`src/include/imsp_params.svh`:
```
// register indices, lane layout, reset values and bus constants of the mask and soft-post block
`ifndef IMSP_PARAMS_SVH
`define IMSP_PARAMS_SVH

`define IMSP_ADDR_W          10
`define IMSP_DATA_W          32
`define IMSP_IDX_W           8

`define IMSP_IDX_CLEAR_CORE  8'hDA
`define IMSP_IDX_CLEAR_LOWT  8'hDB
`define IMSP_IDX_CLEAR_HIGH  8'hDC
`define IMSP_IDX_MASK_HIGH   8'hDE
`define IMSP_IDX_MASK_LOWT   8'hDF
`define IMSP_IDX_MASK_CORE   8'hE0
`define IMSP_IDX_SOFT_EN     8'hE1

`define IMSP_SRC_W           22
`define IMSP_HIGH_W          6
`define IMSP_CORE_LSB        0
`define IMSP_LOWT_LSB        8
`define IMSP_HIGH_LSB        16

`define IMSP_SOFT_EN_BIT     0
`define IMSP_RST_MASK        8'h00
`define IMSP_RST_MASK_HIGH   6'h00
`define IMSP_RST_SOFT_EN     1'b0
`define IMSP_RST_RDATA       32'h0000_0000
`define IMSP_UNMAPPED_RDATA  8'h00

`endif

```
`src/include/imsp_pkg.sv`:
```
// types shared by the mask and soft-post block
package imsp_pkg;
`include "imsp_params.svh"

   typedef logic [`IMSP_SRC_W-1:0]  imsp_src_t;
   typedef logic [`IMSP_IDX_W-1:0]  imsp_idx_t;
   typedef logic [7:0]              imsp_byte_t;

   typedef enum logic [1:0]
   {
      IMSP_BUS_IDLE = 2'b01,
      IMSP_BUS_ACK  = 2'b10
   } imsp_bus_e;

endpackage

```
`src/include/imsp_src_if.sv`:
```
// per-source vectors between the register file and the posted/pending bank
`timescale 1ns/10ps
interface imsp_src_if;
   import imsp_pkg::*;

   imsp_src_t hw_post;
   imsp_src_t sw_post;
   imsp_src_t clear;
   imsp_src_t mask;
   imsp_src_t posted;
   imsp_src_t pending;

   modport regs
   (
      output hw_post,
      output sw_post,
      output clear,
      output mask,
      input  posted,
      input  pending
   );

   modport bank
   (
      input  hw_post,
      input  sw_post,
      input  clear,
      input  mask,
      output posted,
      output pending
   );
endinterface

```
`src/logic/imsp_post_bank.sv`:
```
// posted and pending state of every interrupt source
`timescale 1ns/10ps
module imsp_post_bank
(
   input  wire logic clk,
   input  wire logic rst_b,
   imsp_src_if.bank  src
);
   import imsp_pkg::*;

   imsp_src_t next_posted;

   ////////////////////////////////////////////////////////////////////////////////
   // a new post wins over a clear in the same cycle, so no event is lost
   always_comb
   begin
      next_posted = src.hw_post | src.sw_post | (src.posted & ~src.clear);
   end

   always_ff @(posedge clk)
   begin
      if (!rst_b)
         src.posted <= '0;
      else
         src.posted <= next_posted;
   end

   // mask gates only posted to pending; posted itself never sees it
   always_ff @(posedge clk)
   begin
      if (!rst_b)
         src.pending <= '0;
      else
         src.pending <= src.posted & src.mask;
   end
endmodule

```
`src/logic/imsp_top.sv`:
```
// interrupt mask, posted-clear and software-post register block with an Avalon-MM slave
//
// Overview of operation
// - mask zero masks, one unmasks, per source
// - masked sources still record posted interrupts
// - posted becomes pending only while unmasked
// - core mask: i2c sleep spi gpio timer0 touch analog vmon
// - usb-low mask: endpoints 3-0, sof, busreset, timers
// - usb-high mask: wake, endpoints 8-4, 7:6 reserved
// - soft enable bit 0 allows software posting
// - enable low: write zero clears posted interrupt
// - enable high: write zero changes nothing
// - enable high: write one posts an interrupt
// - enable low: write one changes nothing
// - clear register read shows posted sources
//
// Design decision made here: the Avalon-MM interface to the registers.
`timescale 1ns/10ps
`include "imsp_params.svh"
module imsp_top
(
   input  wire logic                     clk,
   input  wire logic                     rst_b,
   input  wire logic [`IMSP_ADDR_W-1:0]  avs_address,
   input  wire logic                     avs_read,
   input  wire logic                     avs_write,
   input  wire logic [`IMSP_DATA_W-1:0]  avs_writedata,
   input  wire logic [3:0]               avs_byteenable,
   output logic      [`IMSP_DATA_W-1:0]  avs_readdata,
   output logic                          avs_waitrequest,
   input  wire imsp_pkg::imsp_src_t      src_post,
   output imsp_pkg::imsp_src_t           posted,
   output imsp_pkg::imsp_src_t           pending,
   output logic                          soft_post_enable
);
   import imsp_pkg::*;

   imsp_bus_e                 bus_state;
   imsp_idx_t                 idx;
   imsp_byte_t                wbyte;
   logic                      wr_acc;
   logic                      rd_acc;
   imsp_byte_t                source_mask_core_peripherals;
   imsp_byte_t                source_mask_usb_low_timers;
   logic [`IMSP_HIGH_W-1:0]   source_mask_usb_high;
   imsp_src_t                 clear_sel;
   imsp_src_t                 clear_val;
   imsp_src_t                 next_clear;
   imsp_src_t                 next_sw_post;

   imsp_src_if src ();

   ////////////////////////////////////////////////////////////////////////////////
   // places a byte on the lane of one clear register, zero elsewhere
   function automatic imsp_src_t place_lane
   (
      input imsp_idx_t  at,
      input imsp_byte_t val
   );
      imsp_src_t v;
      v = '0;
      case (at)
         `IMSP_IDX_CLEAR_CORE : v[`IMSP_LOWT_LSB-1:`IMSP_CORE_LSB] = val;
         `IMSP_IDX_CLEAR_LOWT : v[`IMSP_HIGH_LSB-1:`IMSP_LOWT_LSB] = val;
         `IMSP_IDX_CLEAR_HIGH : v[`IMSP_SRC_W-1:`IMSP_HIGH_LSB] = val[`IMSP_HIGH_W-1:0];
         default              : v = '0;
      endcase
      return v;
   endfunction

   // register value seen by a read at one index
   function automatic imsp_byte_t read_value
   (
      input imsp_idx_t at
   );
      imsp_byte_t v;
      v = `IMSP_UNMAPPED_RDATA;
      case (at)
         `IMSP_IDX_CLEAR_CORE : v = src.posted[`IMSP_LOWT_LSB-1:`IMSP_CORE_LSB];
         `IMSP_IDX_CLEAR_LOWT : v = src.posted[`IMSP_HIGH_LSB-1:`IMSP_LOWT_LSB];
         `IMSP_IDX_CLEAR_HIGH : v = {2'b00, src.posted[`IMSP_SRC_W-1:`IMSP_HIGH_LSB]};
         `IMSP_IDX_MASK_HIGH  : v = {2'b00, source_mask_usb_high};
         `IMSP_IDX_MASK_LOWT  : v = source_mask_usb_low_timers;
         `IMSP_IDX_MASK_CORE  : v = source_mask_core_peripherals;
         `IMSP_IDX_SOFT_EN    : v = {7'h00, soft_post_enable};
         default              : v = `IMSP_UNMAPPED_RDATA;
      endcase
      return v;
   endfunction

   ////////////////////////////////////////////////////////////////////////////////
   // bus slave: one wait cycle, then a single-cycle answer
   assign idx    = avs_address[`IMSP_ADDR_W-1:2];
   assign wbyte  = avs_writedata[7:0];
   assign wr_acc = (bus_state == IMSP_BUS_ACK) && avs_write && avs_byteenable[0];
   assign rd_acc = (bus_state == IMSP_BUS_ACK) && avs_read;

   always_ff @(posedge clk)
   begin
      if (!rst_b)
      begin
         bus_state       <= IMSP_BUS_IDLE;
         avs_waitrequest <= 1'b1;
      end
      else
      begin
         unique case (bus_state)
            IMSP_BUS_IDLE :
            begin
               if (avs_read || avs_write)
               begin
                  bus_state       <= IMSP_BUS_ACK;
                  avs_waitrequest <= 1'b0;
               end
            end
            IMSP_BUS_ACK :
            begin
               bus_state       <= IMSP_BUS_IDLE;
               avs_waitrequest <= 1'b1;
            end
         endcase
      end
   end

   // read data captured one edge ahead, so it stands while waitrequest is low
   always_ff @(posedge clk)
   begin
      if (!rst_b)
         avs_readdata <= `IMSP_RST_RDATA;
      else if ((bus_state == IMSP_BUS_IDLE) && avs_read)
         avs_readdata <= {24'h00_0000, read_value(idx)};
   end

   ////////////////////////////////////////////////////////////////////////////////
   // mask and enable registers
   always_ff @(posedge clk)
   begin
      if (!rst_b)
         source_mask_core_peripherals <= `IMSP_RST_MASK;
      else if (wr_acc && (idx == `IMSP_IDX_MASK_CORE))
         source_mask_core_peripherals <= wbyte;
   end

   always_ff @(posedge clk)
   begin
      if (!rst_b)
         source_mask_usb_low_timers <= `IMSP_RST_MASK;
      else if (wr_acc && (idx == `IMSP_IDX_MASK_LOWT))
         source_mask_usb_low_timers <= wbyte;
   end

   // reserved bits 7:6 are not stored and read back zero
   always_ff @(posedge clk)
   begin
      if (!rst_b)
         source_mask_usb_high <= `IMSP_RST_MASK_HIGH;
      else if (wr_acc && (idx == `IMSP_IDX_MASK_HIGH))
         source_mask_usb_high <= wbyte[`IMSP_HIGH_W-1:0];
   end

   always_ff @(posedge clk)
   begin
      if (!rst_b)
         soft_post_enable <= `IMSP_RST_SOFT_EN;
      else if (wr_acc && (idx == `IMSP_IDX_SOFT_EN))
         soft_post_enable <= wbyte[`IMSP_SOFT_EN_BIT];
   end

   ////////////////////////////////////////////////////////////////////////////////
   // clear-register writes: meaning of each bit flips with the soft enable
   always_comb
   begin
      clear_sel    = '0;
      clear_val    = '0;
      next_clear   = '0;
      next_sw_post = '0;
      if (wr_acc)
      begin
         clear_sel = place_lane(idx, 8'hFF);
         clear_val = place_lane(idx, wbyte);
         if (soft_post_enable)
            next_sw_post = clear_sel & clear_val;
         else
            next_clear = clear_sel & ~clear_val;
      end
   end

   assign src.hw_post = src_post;
   assign src.sw_post = next_sw_post;
   assign src.clear   = next_clear;
   assign src.mask    = {source_mask_usb_high, source_mask_usb_low_timers,
                         source_mask_core_peripherals};

   imsp_post_bank u_bank
   (
      .clk   (clk),
      .rst_b (rst_b),
      .src   (src)
   );

   assign posted  = src.posted;
   assign pending = src.pending;
endmodule

```
`config.mk`:
```
export PLATFORM = sky130hd
export DESIGN_NAME = imsp_top
export DESIGN_NICKNAME = d
export VERILOG_FILES = /design/src/include/imsp_pkg.sv /design/src/include/imsp_src_if.sv /design/src/logic/imsp_post_bank.sv /design/src/logic/imsp_top.sv
export VERILOG_INCLUDE_DIRS = /design/src /design/src/include
export SDC_FILE = /design/constraint.sdc
export NUM_CORES = 1
export LEC_CHECK = 0
export ABC_AREA = 1
export BUFFER_PORTS_ARGS = -buffer_cell sky130_fd_sc_hd__buf_4
export CAP_MARGIN = 10
export CORE_ASPECT_RATIO = 1.25
export CORE_MARGIN = 3
export CORE_UTILIZATION = 51
export CTS_CLUSTER_SIZE = 14
export DETAILED_ROUTE_END_ITERATION = 10
export PLACE_DENSITY = 0.84
export SLEW_MARGIN = 10
export SYNTH_ARGS = -nofsm -noshare
export SYNTH_HDL_FRONTEND = slang
export SYNTH_SLANG_ARGS = --single-unit
```
`constraint.sdc`:
```
create_clock -name clk -period 3.19 [get_ports clk]
set_clock_uncertainty 0.05 [all_clocks]
set_input_delay 0.319 -clock clk [delete_from_list [all_inputs] [get_ports clk]]
set_output_delay 0.319 -clock clk [all_outputs]
set_load 0.02 [all_outputs]
```
==> flow_metrics.env, run 1 <==
export IMPL_crit_top_cell="nor2_2"
export IMPL_setup_viol=0
export IMPL_wirelength_um=9920
export IMPL_worst_pin_slew_ps=940
export IMPL_post_cts_buffers=0
export IMPL_cts_hold_buf=0
export IMPL_grtUsageTotal_pct=25.7
export IMPL_layout_common_cells="buf_4, nand2_1, dfxtp_1"
export IMPL_final_max_slew_viol_count=0
export IMPL_dp_cells=628
export IMPL_irDropWorstVdd_v=0.000432
export IMPL_worstHoldPathType="in2reg"
export IMPL_cp_max_fo=22
export IMPL_rows=32
export IMPL_ant_nets=0
export IMPL_clock_sinks=77
export IMPL_fp_dieH_um=97.6
export IMPL_ff2ff_path_depth=6
export IMPL_ios=150
export IMPL_cts_buffers=9
export IMPL_finalNonFillerCells=644
export IMPL_avgSynthCellArea_um2=7.41
export IMPL_powerDensity_nw_per_um2=462
export IMPL_grt_first_pass_wirelength_um=15700
export IMPL_fmax_mhz=495
export IMPL_ys_types=24
export IMPL_slew_headroom_pct=37.2
export IMPL_yosysWarnings=0
export IMPL_drive_gt1_share_pct=24.5
export IMPL_post_route_min_period_ps=2020
export IMPL_tns_ps=0
export IMPL_startpoint_type="flip-flop"
export IMPL_start_util_pct=54.1
export IMPL_path_depth=6
export IMPL_mostFrequentLayoutCell="buf_4"
export IMPL_drc_errors=0
export IMPL_cts_tree="done"
export IMPL_portBuffers=96
export IMPL_die_area_um2=7740
export IMPL_grt_pass1_vias=3392
export IMPL_vias=3492
export IMPL_area_growth_syn_to_layout_pct=25.1
export IMPL_wl_per_cell_um=15.4
export IMPL_status="complete, no violations"
export IMPL_clk_path_buf_depth=2
export IMPL_ys_ff_latch=77
export IMPL_slowest_stage="nor2_2"
export IMPL_crit_required_ps=3420
export IMPL_hold_viol=0
export IMPL_crit_type="reg2reg"
export IMPL_insertion_delay_ps=350
export IMPL_syn_cell_area_um2=3420
export IMPL_via_per_inst=5.42
export IMPL_startpoint="bus_state[1]$_SDFFE_PN0P_"
export IMPL_grt_max_degree=58
export IMPL_clk_pin_slew_ps=80
export IMPL_max_cap_violations=0
export IMPL_endpoint="u_bank.src.posted[9]$_SDFF_PN0_"
export IMPL_nets=626
export IMPL_cts_htree_levels=3
export IMPL_cp_cell_sequence="inv_2, nor2_2, nand3_4, nor2_2, a31oi_1, a21oi_1"
export IMPL_antenna_found_initial=0
export IMPL_coreArea_um2=6330
export IMPL_reg2reg_to="u_bank.src.posted[9]$_SDFF_PN0_"
export IMPL_drt_iter0_drc=365
export IMPL_worstReg2RegStart="bus_state[1]$_SDFFE_PN0P_"
export IMPL_reg2reg_setup_slack_ps=1170
export IMPL_path_delay_family="simple AND/OR/NAND/NOR gates"
export IMPL_seq_area_frac_synth_pct=45.0
export IMPL_worstPathBufferInverterCount=1
export IMPL_p_leak_nw=1.92
export IMPL_rsz0062_at_grt="false"
export IMPL_post_route_period_util_pct=63.4
export IMPL_dp_hpwl_um=7120
export IMPL_die_w_um=79.3
export IMPL_clockRootBuffer="clkbuf_8"
export IMPL_cts_resized=0
export IMPL_synthCells=462
export IMPL_gp_congestion=0.918
export IMPL_slowest_delay_ps=760
export IMPL_n_antenna_cell=0
export IMPL_firstDrtPassIters=5
export IMPL_grt_overflow_total=0
export IMPL_arrival_ps=2250
export IMPL_setup_worst_path_end_class="flip-flop"
where the power goes:
part | internal [mW] | total [mW] | switching, mW
combinational | 0.0840 | 0.227 | 0.143
clock | 0.381 | 0.744 | 0.363
sequential | 0.983 | 1.01 | 0.0227
through the flow:
| step | util, % | cell area, µm² | worst slack [ps] | power, mW | hold slack (ps) |
|---|---|---|---|---|---|
| floorplan | - | 3510 | 1790 | 1.17 | 370 |
| finish | 67.7 | 4280 | 1170 | 1.98 | 157 |
| global route | 67.7 | 4280 | 1060 | 2.04 | 164 |
| detailed placement | 64.5 | 4080 | 1100 | 1.25 | 392 |
| CTS | 67.7 | 4280 | 1230 | 1.97 | 154 |
| global placement | 64.5 | 4080 | 1190 | 1.25 | 390 |
Yosys cell counts:
cell type  number  area share [%]
nor4_1          1            0.18
nor3_1          5            0.73
nor2_4          5             1.6
inv_2           2            0.22
a31oi_1        22             4.0
nor2_2          8             1.5
nor3_2          1            0.29
o21ai_0        40             5.8
nand3_4         1            0.51
dfxtp_1        77              45
a21oi_1        52             7.6
nand2_2         4            0.73
inv_1          34             3.7
buf_4          31             6.8
clkbuf_1        6            0.66
nor2_1         45             4.9
buf_6           1            0.33
buf_1           2            0.22
clkinv_1        2            0.22
o21ai_1         5            0.73
nand3_1        30             4.4
nand2_1        85             9.3
buf_2           2            0.29
conb_1          1            0.11
final cells by class:
cell class / count / area, µm²
timing repair buffer: 100 / 751
clock buffer: 10 / 138
tap: 85 / 106
fill: 558 / 2040
inverter: 38 / 143
sequential: 77 / 1540
multi-input combinational: 328 / 1540
clock inverter: 6 / 61.3
sequential cells by signal, indices dropped and copies added, names as in the netlist:
name                          cells
source_mask_usb_low_timers        8
source_mask_core_peripherals      8
avs_readdata                      8
u_bank.src.posted                22
source_mask_usb_high              6
bus_state                         2
u_bank.src.pending               22
soft_post_enable                  1
worst min-delay path: stages:
cell and delay, ps:
buf_4 70, a31oi_1 30, a21oi_1 100
how the worst min path moves through the flow:
stage	end	from	slack, ps	cells past startpoint
2_1_floorplan	u_bank.src.pending[10]$_SDFF_PN0_	source_mask_usb_low_timers[2]$_SDFFE_PN0P_	370	2
3_3_place_gp	u_bank.src.pending[16]$_SDFF_PN0_	source_mask_usb_high[0]$_SDFFE_PN0P_	390	2
3_5_place_dp	u_bank.src.pending[14]$_SDFF_PN0_	source_mask_usb_low_timers[6]$_SDFFE_PN0P_	390	2
4_1_cts	u_bank.src.posted[1]$_SDFF_PN0_	src_post[1]	150	3
5_1_grt	u_bank.src.posted[6]$_SDFF_PN0_	src_post[6]	160	3
6_report	u_bank.src.posted[1]$_SDFF_PN0_	src_post[1]	160	3
cell families after synthesis:
group	count (synthesis)	share of synthesized area (%)
AOI/OAI and AO/OA	119	18.2
and+or+nand+nor	185	24.2
other	1	0.110
buffers and inverters	80	12.5
DFF	77	45.0
metal layers:
metal	GRT usage (%)	up-vias	share of wire, %
li1	-	1662	-
met1	30.2	1568	37
met2	41.7	211	49
met3	3.90	51	8.4
met4	18.7	0	5.5
met5	0	-	0
Note: power is estimated with default switching activity, not from simulation.
==> run 2: changes to the inputs <==
Settings changed: CORE_UTILIZATION 51 to 47, PLACE_DENSITY 0.84 to 0.78.
Clock period 3.19 ns to 2.1 ns, I/O delays scaled along.
==> flow_metrics.env, run 2 (synthesis gave the netlist of run 1 again) <==
export IMPL_rows=34
export IMPL_clk_pin_slew_ps=80
export IMPL_grtUsageTotal_pct=25.0
export IMPL_start_util_pct=48.8
export IMPL_wl_per_cell_um=15.1
export IMPL_hp_start="src_post[1]"
export IMPL_post_route_min_period_ps=1650
export IMPL_fp_dieH_um=101
export IMPL_drt_iter0_drc=299
export IMPL_die_area_um2=8350
export IMPL_grt_max_degree=34
export IMPL_final_util_pct=62.5
export IMPL_drive_gt1_share_pct=25.8
export IMPL_max_cap_violations=0
export IMPL_irDropWorstVdd_v=0.000463
export IMPL_cp_cell_sequence="inv_2, nor2_2, nand3_4, nor2_2, buf_4, o21ai_0, a21oi_1"
export IMPL_final_max_slew_viol_count=0
export IMPL_reg2reg_to="source_mask_core_peripherals[0]$_SDFFE_PN0P_"
export IMPL_place_ws_ps=409
export IMPL_gp_congestion=0.956
export IMPL_antenna_found_initial=0
export IMPL_cts_tree="done"
export IMPL_grt_first_pass_wirelength_um=15800
export IMPL_n_antenna_cell=0
export IMPL_cts_resized=0
export IMPL_clock_sinks=77
export IMPL_min_path_cells=3
export IMPL_insertion_delay_ps=350
export IMPL_die_w_um=82.3
export IMPL_dp_hpwl_um=7410
export IMPL_crit_top_cell="nor2_2"
export IMPL_arrival_ps=1900
export IMPL_reg2reg_setup_slack_ps=450
export IMPL_wirelength_um=9930
export IMPL_hold_viol=0
export IMPL_grt_pass1_vias=3331
export IMPL_setup_ws_ps=445
export IMPL_slowest_delay_ps=400
export IMPL_worstHoldPathType="in2reg"
export IMPL_crit_required_ps=2340
export IMPL_via_per_inst=5.31
export IMPL_crit_type="reg2reg"
export IMPL_ios=150
export IMPL_powerDensity_nw_per_um2=693
export IMPL_grt_overflow_total=0
export IMPL_p_leak_nw=1.97
export IMPL_clk_path_buf_depth=2
export IMPL_startpoint_type="flip-flop"
export IMPL_largest_registers="u_bank.src.pending: 22 flops, u_bank.src.posted: 22 flops"
export IMPL_cts_htree_levels=3
export IMPL_ant_nets=0
export IMPL_worstReg2RegStart="bus_state[1]$_SDFFE_PN0P_"
export IMPL_cts_hold_buf=0
export IMPL_post_route_period_util_pct=78.8
export IMPL_finalPower_mw=3.04
export IMPL_layout_common_cells="buf_4, nand2_1, dfxtp_1"
export IMPL_holdPathEnd="u_bank.src.posted[1]$_SDFF_PN0_"
export IMPL_setup_viol=0
export IMPL_cp_max_fo=10
export IMPL_status="complete, no violations"
export IMPL_vias=3497
export IMPL_ff2ff_path_depth=7
export IMPL_post_cts_buffers=0
export IMPL_setup_worst_path_end_class="flip-flop"
export IMPL_portBuffers=96
export IMPL_firstDrtPassIters=5
export IMPL_nets=636
export IMPL_fmax_mhz=604
export IMPL_clockRootBuffer="clkbuf_8"
export IMPL_cts_buffers=9
export IMPL_mostFrequentLayoutCell="buf_4"
export IMPL_area_growth_syn_to_layout_pct=28.1
export IMPL_drc_errors=0
export IMPL_coreArea_um2=7020
export IMPL_rsz0062_at_grt="false"
export IMPL_fill_cells=672
export IMPL_tns_ps=0
export IMPL_slowest_stage="nor2_2"
## run 2: changes by cell type in the layout (fill, tap and decap cells not counted)
| cell | previous run | this run |
|---|---|---|
| buf_4 | 100 | 109 |
| clkinv_2 | 3 | 0 |
| clkinv_4 | 0 | 2 |
| buf_12 | 0 | 1 |
| clkinvlp_4 | 1 | 2 |
## run 2: worst max path at each step
| stage | from | end | cells past startpoint |
|---|---|---|---|
| final | bus_state[1]$_SDFFE_PN0P_ | source_mask_core_peripherals[0]$_SDFFE_PN0P_ | 7 |
| after detailed placement | avs_address[8] | u_bank.src.posted[19]$_SDFF_PN0_ | 8 |
| after CTS | bus_state[1]$_SDFFE_PN0P_ | source_mask_core_peripherals[0]$_SDFFE_PN0P_ | 7 |
| after global placement | avs_address[8] | u_bank.src.posted[18]$_SDFF_PN0_ | 8 |
| after floorplan | bus_state[0]$_SDFFE_PN1P_ | avs_readdata[0]$_SDFFE_PN0P_ | 5 |
| after global routing | bus_state[1]$_SDFFE_PN0P_ | source_mask_core_peripherals[0]$_SDFFE_PN0P_ | 7 |
## run 2: final cells by class
cell class / count / area, µm² / share of cell area (%)
sequential: 77 / 1540 / 35.1
multi-input combinational: 328 / 1540 / 35.1
timing repair buffer: 110 / 838 / 19.1
inverter: 38 / 143 / 3.25
clock buffer: 10 / 138 / 3.14
tap: 90 / 113 / 2.57
clock inverter: 6 / 71.3 / 1.63
## run 2: metal layers
| metal | vias to the layer above | wire length [µm] | global-route usage (%) | part of all wire (%) |
|---|---|---|---|---|
| met5 | - | 0 | 0 | 0 |
| met4 | 0 | 397 | 13.4 | 4.0 |
| met3 | 31 | 900 | 5.87 | 9.1 |
| met2 | 210 | 4960 | 42.3 | 50 |
| met1 | 1573 | 3670 | 28.7 | 37 |
| li1 | 1683 | - | - | - |
## run 2: through the flow
stage / area, µm² / hold slack [ps] / cells
CTS: 4390 / 34.7 / 659
detailed placement: 4180 / 389 / 643
global placement: 4180 / 386 / 643
finish: 4390 / 44.7 / 659
floorplan: 3510 / 307 / 485
global route: 4390 / 41.4 / 659
## run 2: worst max-delay path, delay by kind of cell (launching register included)
family          cells  cell delay [ps]
compound gates      2              200
simple gates        3              700
flops               1              380
buf+inv             2              260
## run 2: power by group
group          internal, mW  switching, mW  total, mW
clock network         0.589          0.572       1.16
logic                 0.134          0.217      0.351
registers              1.49         0.0351       1.53
total                  2.22          0.825       3.04
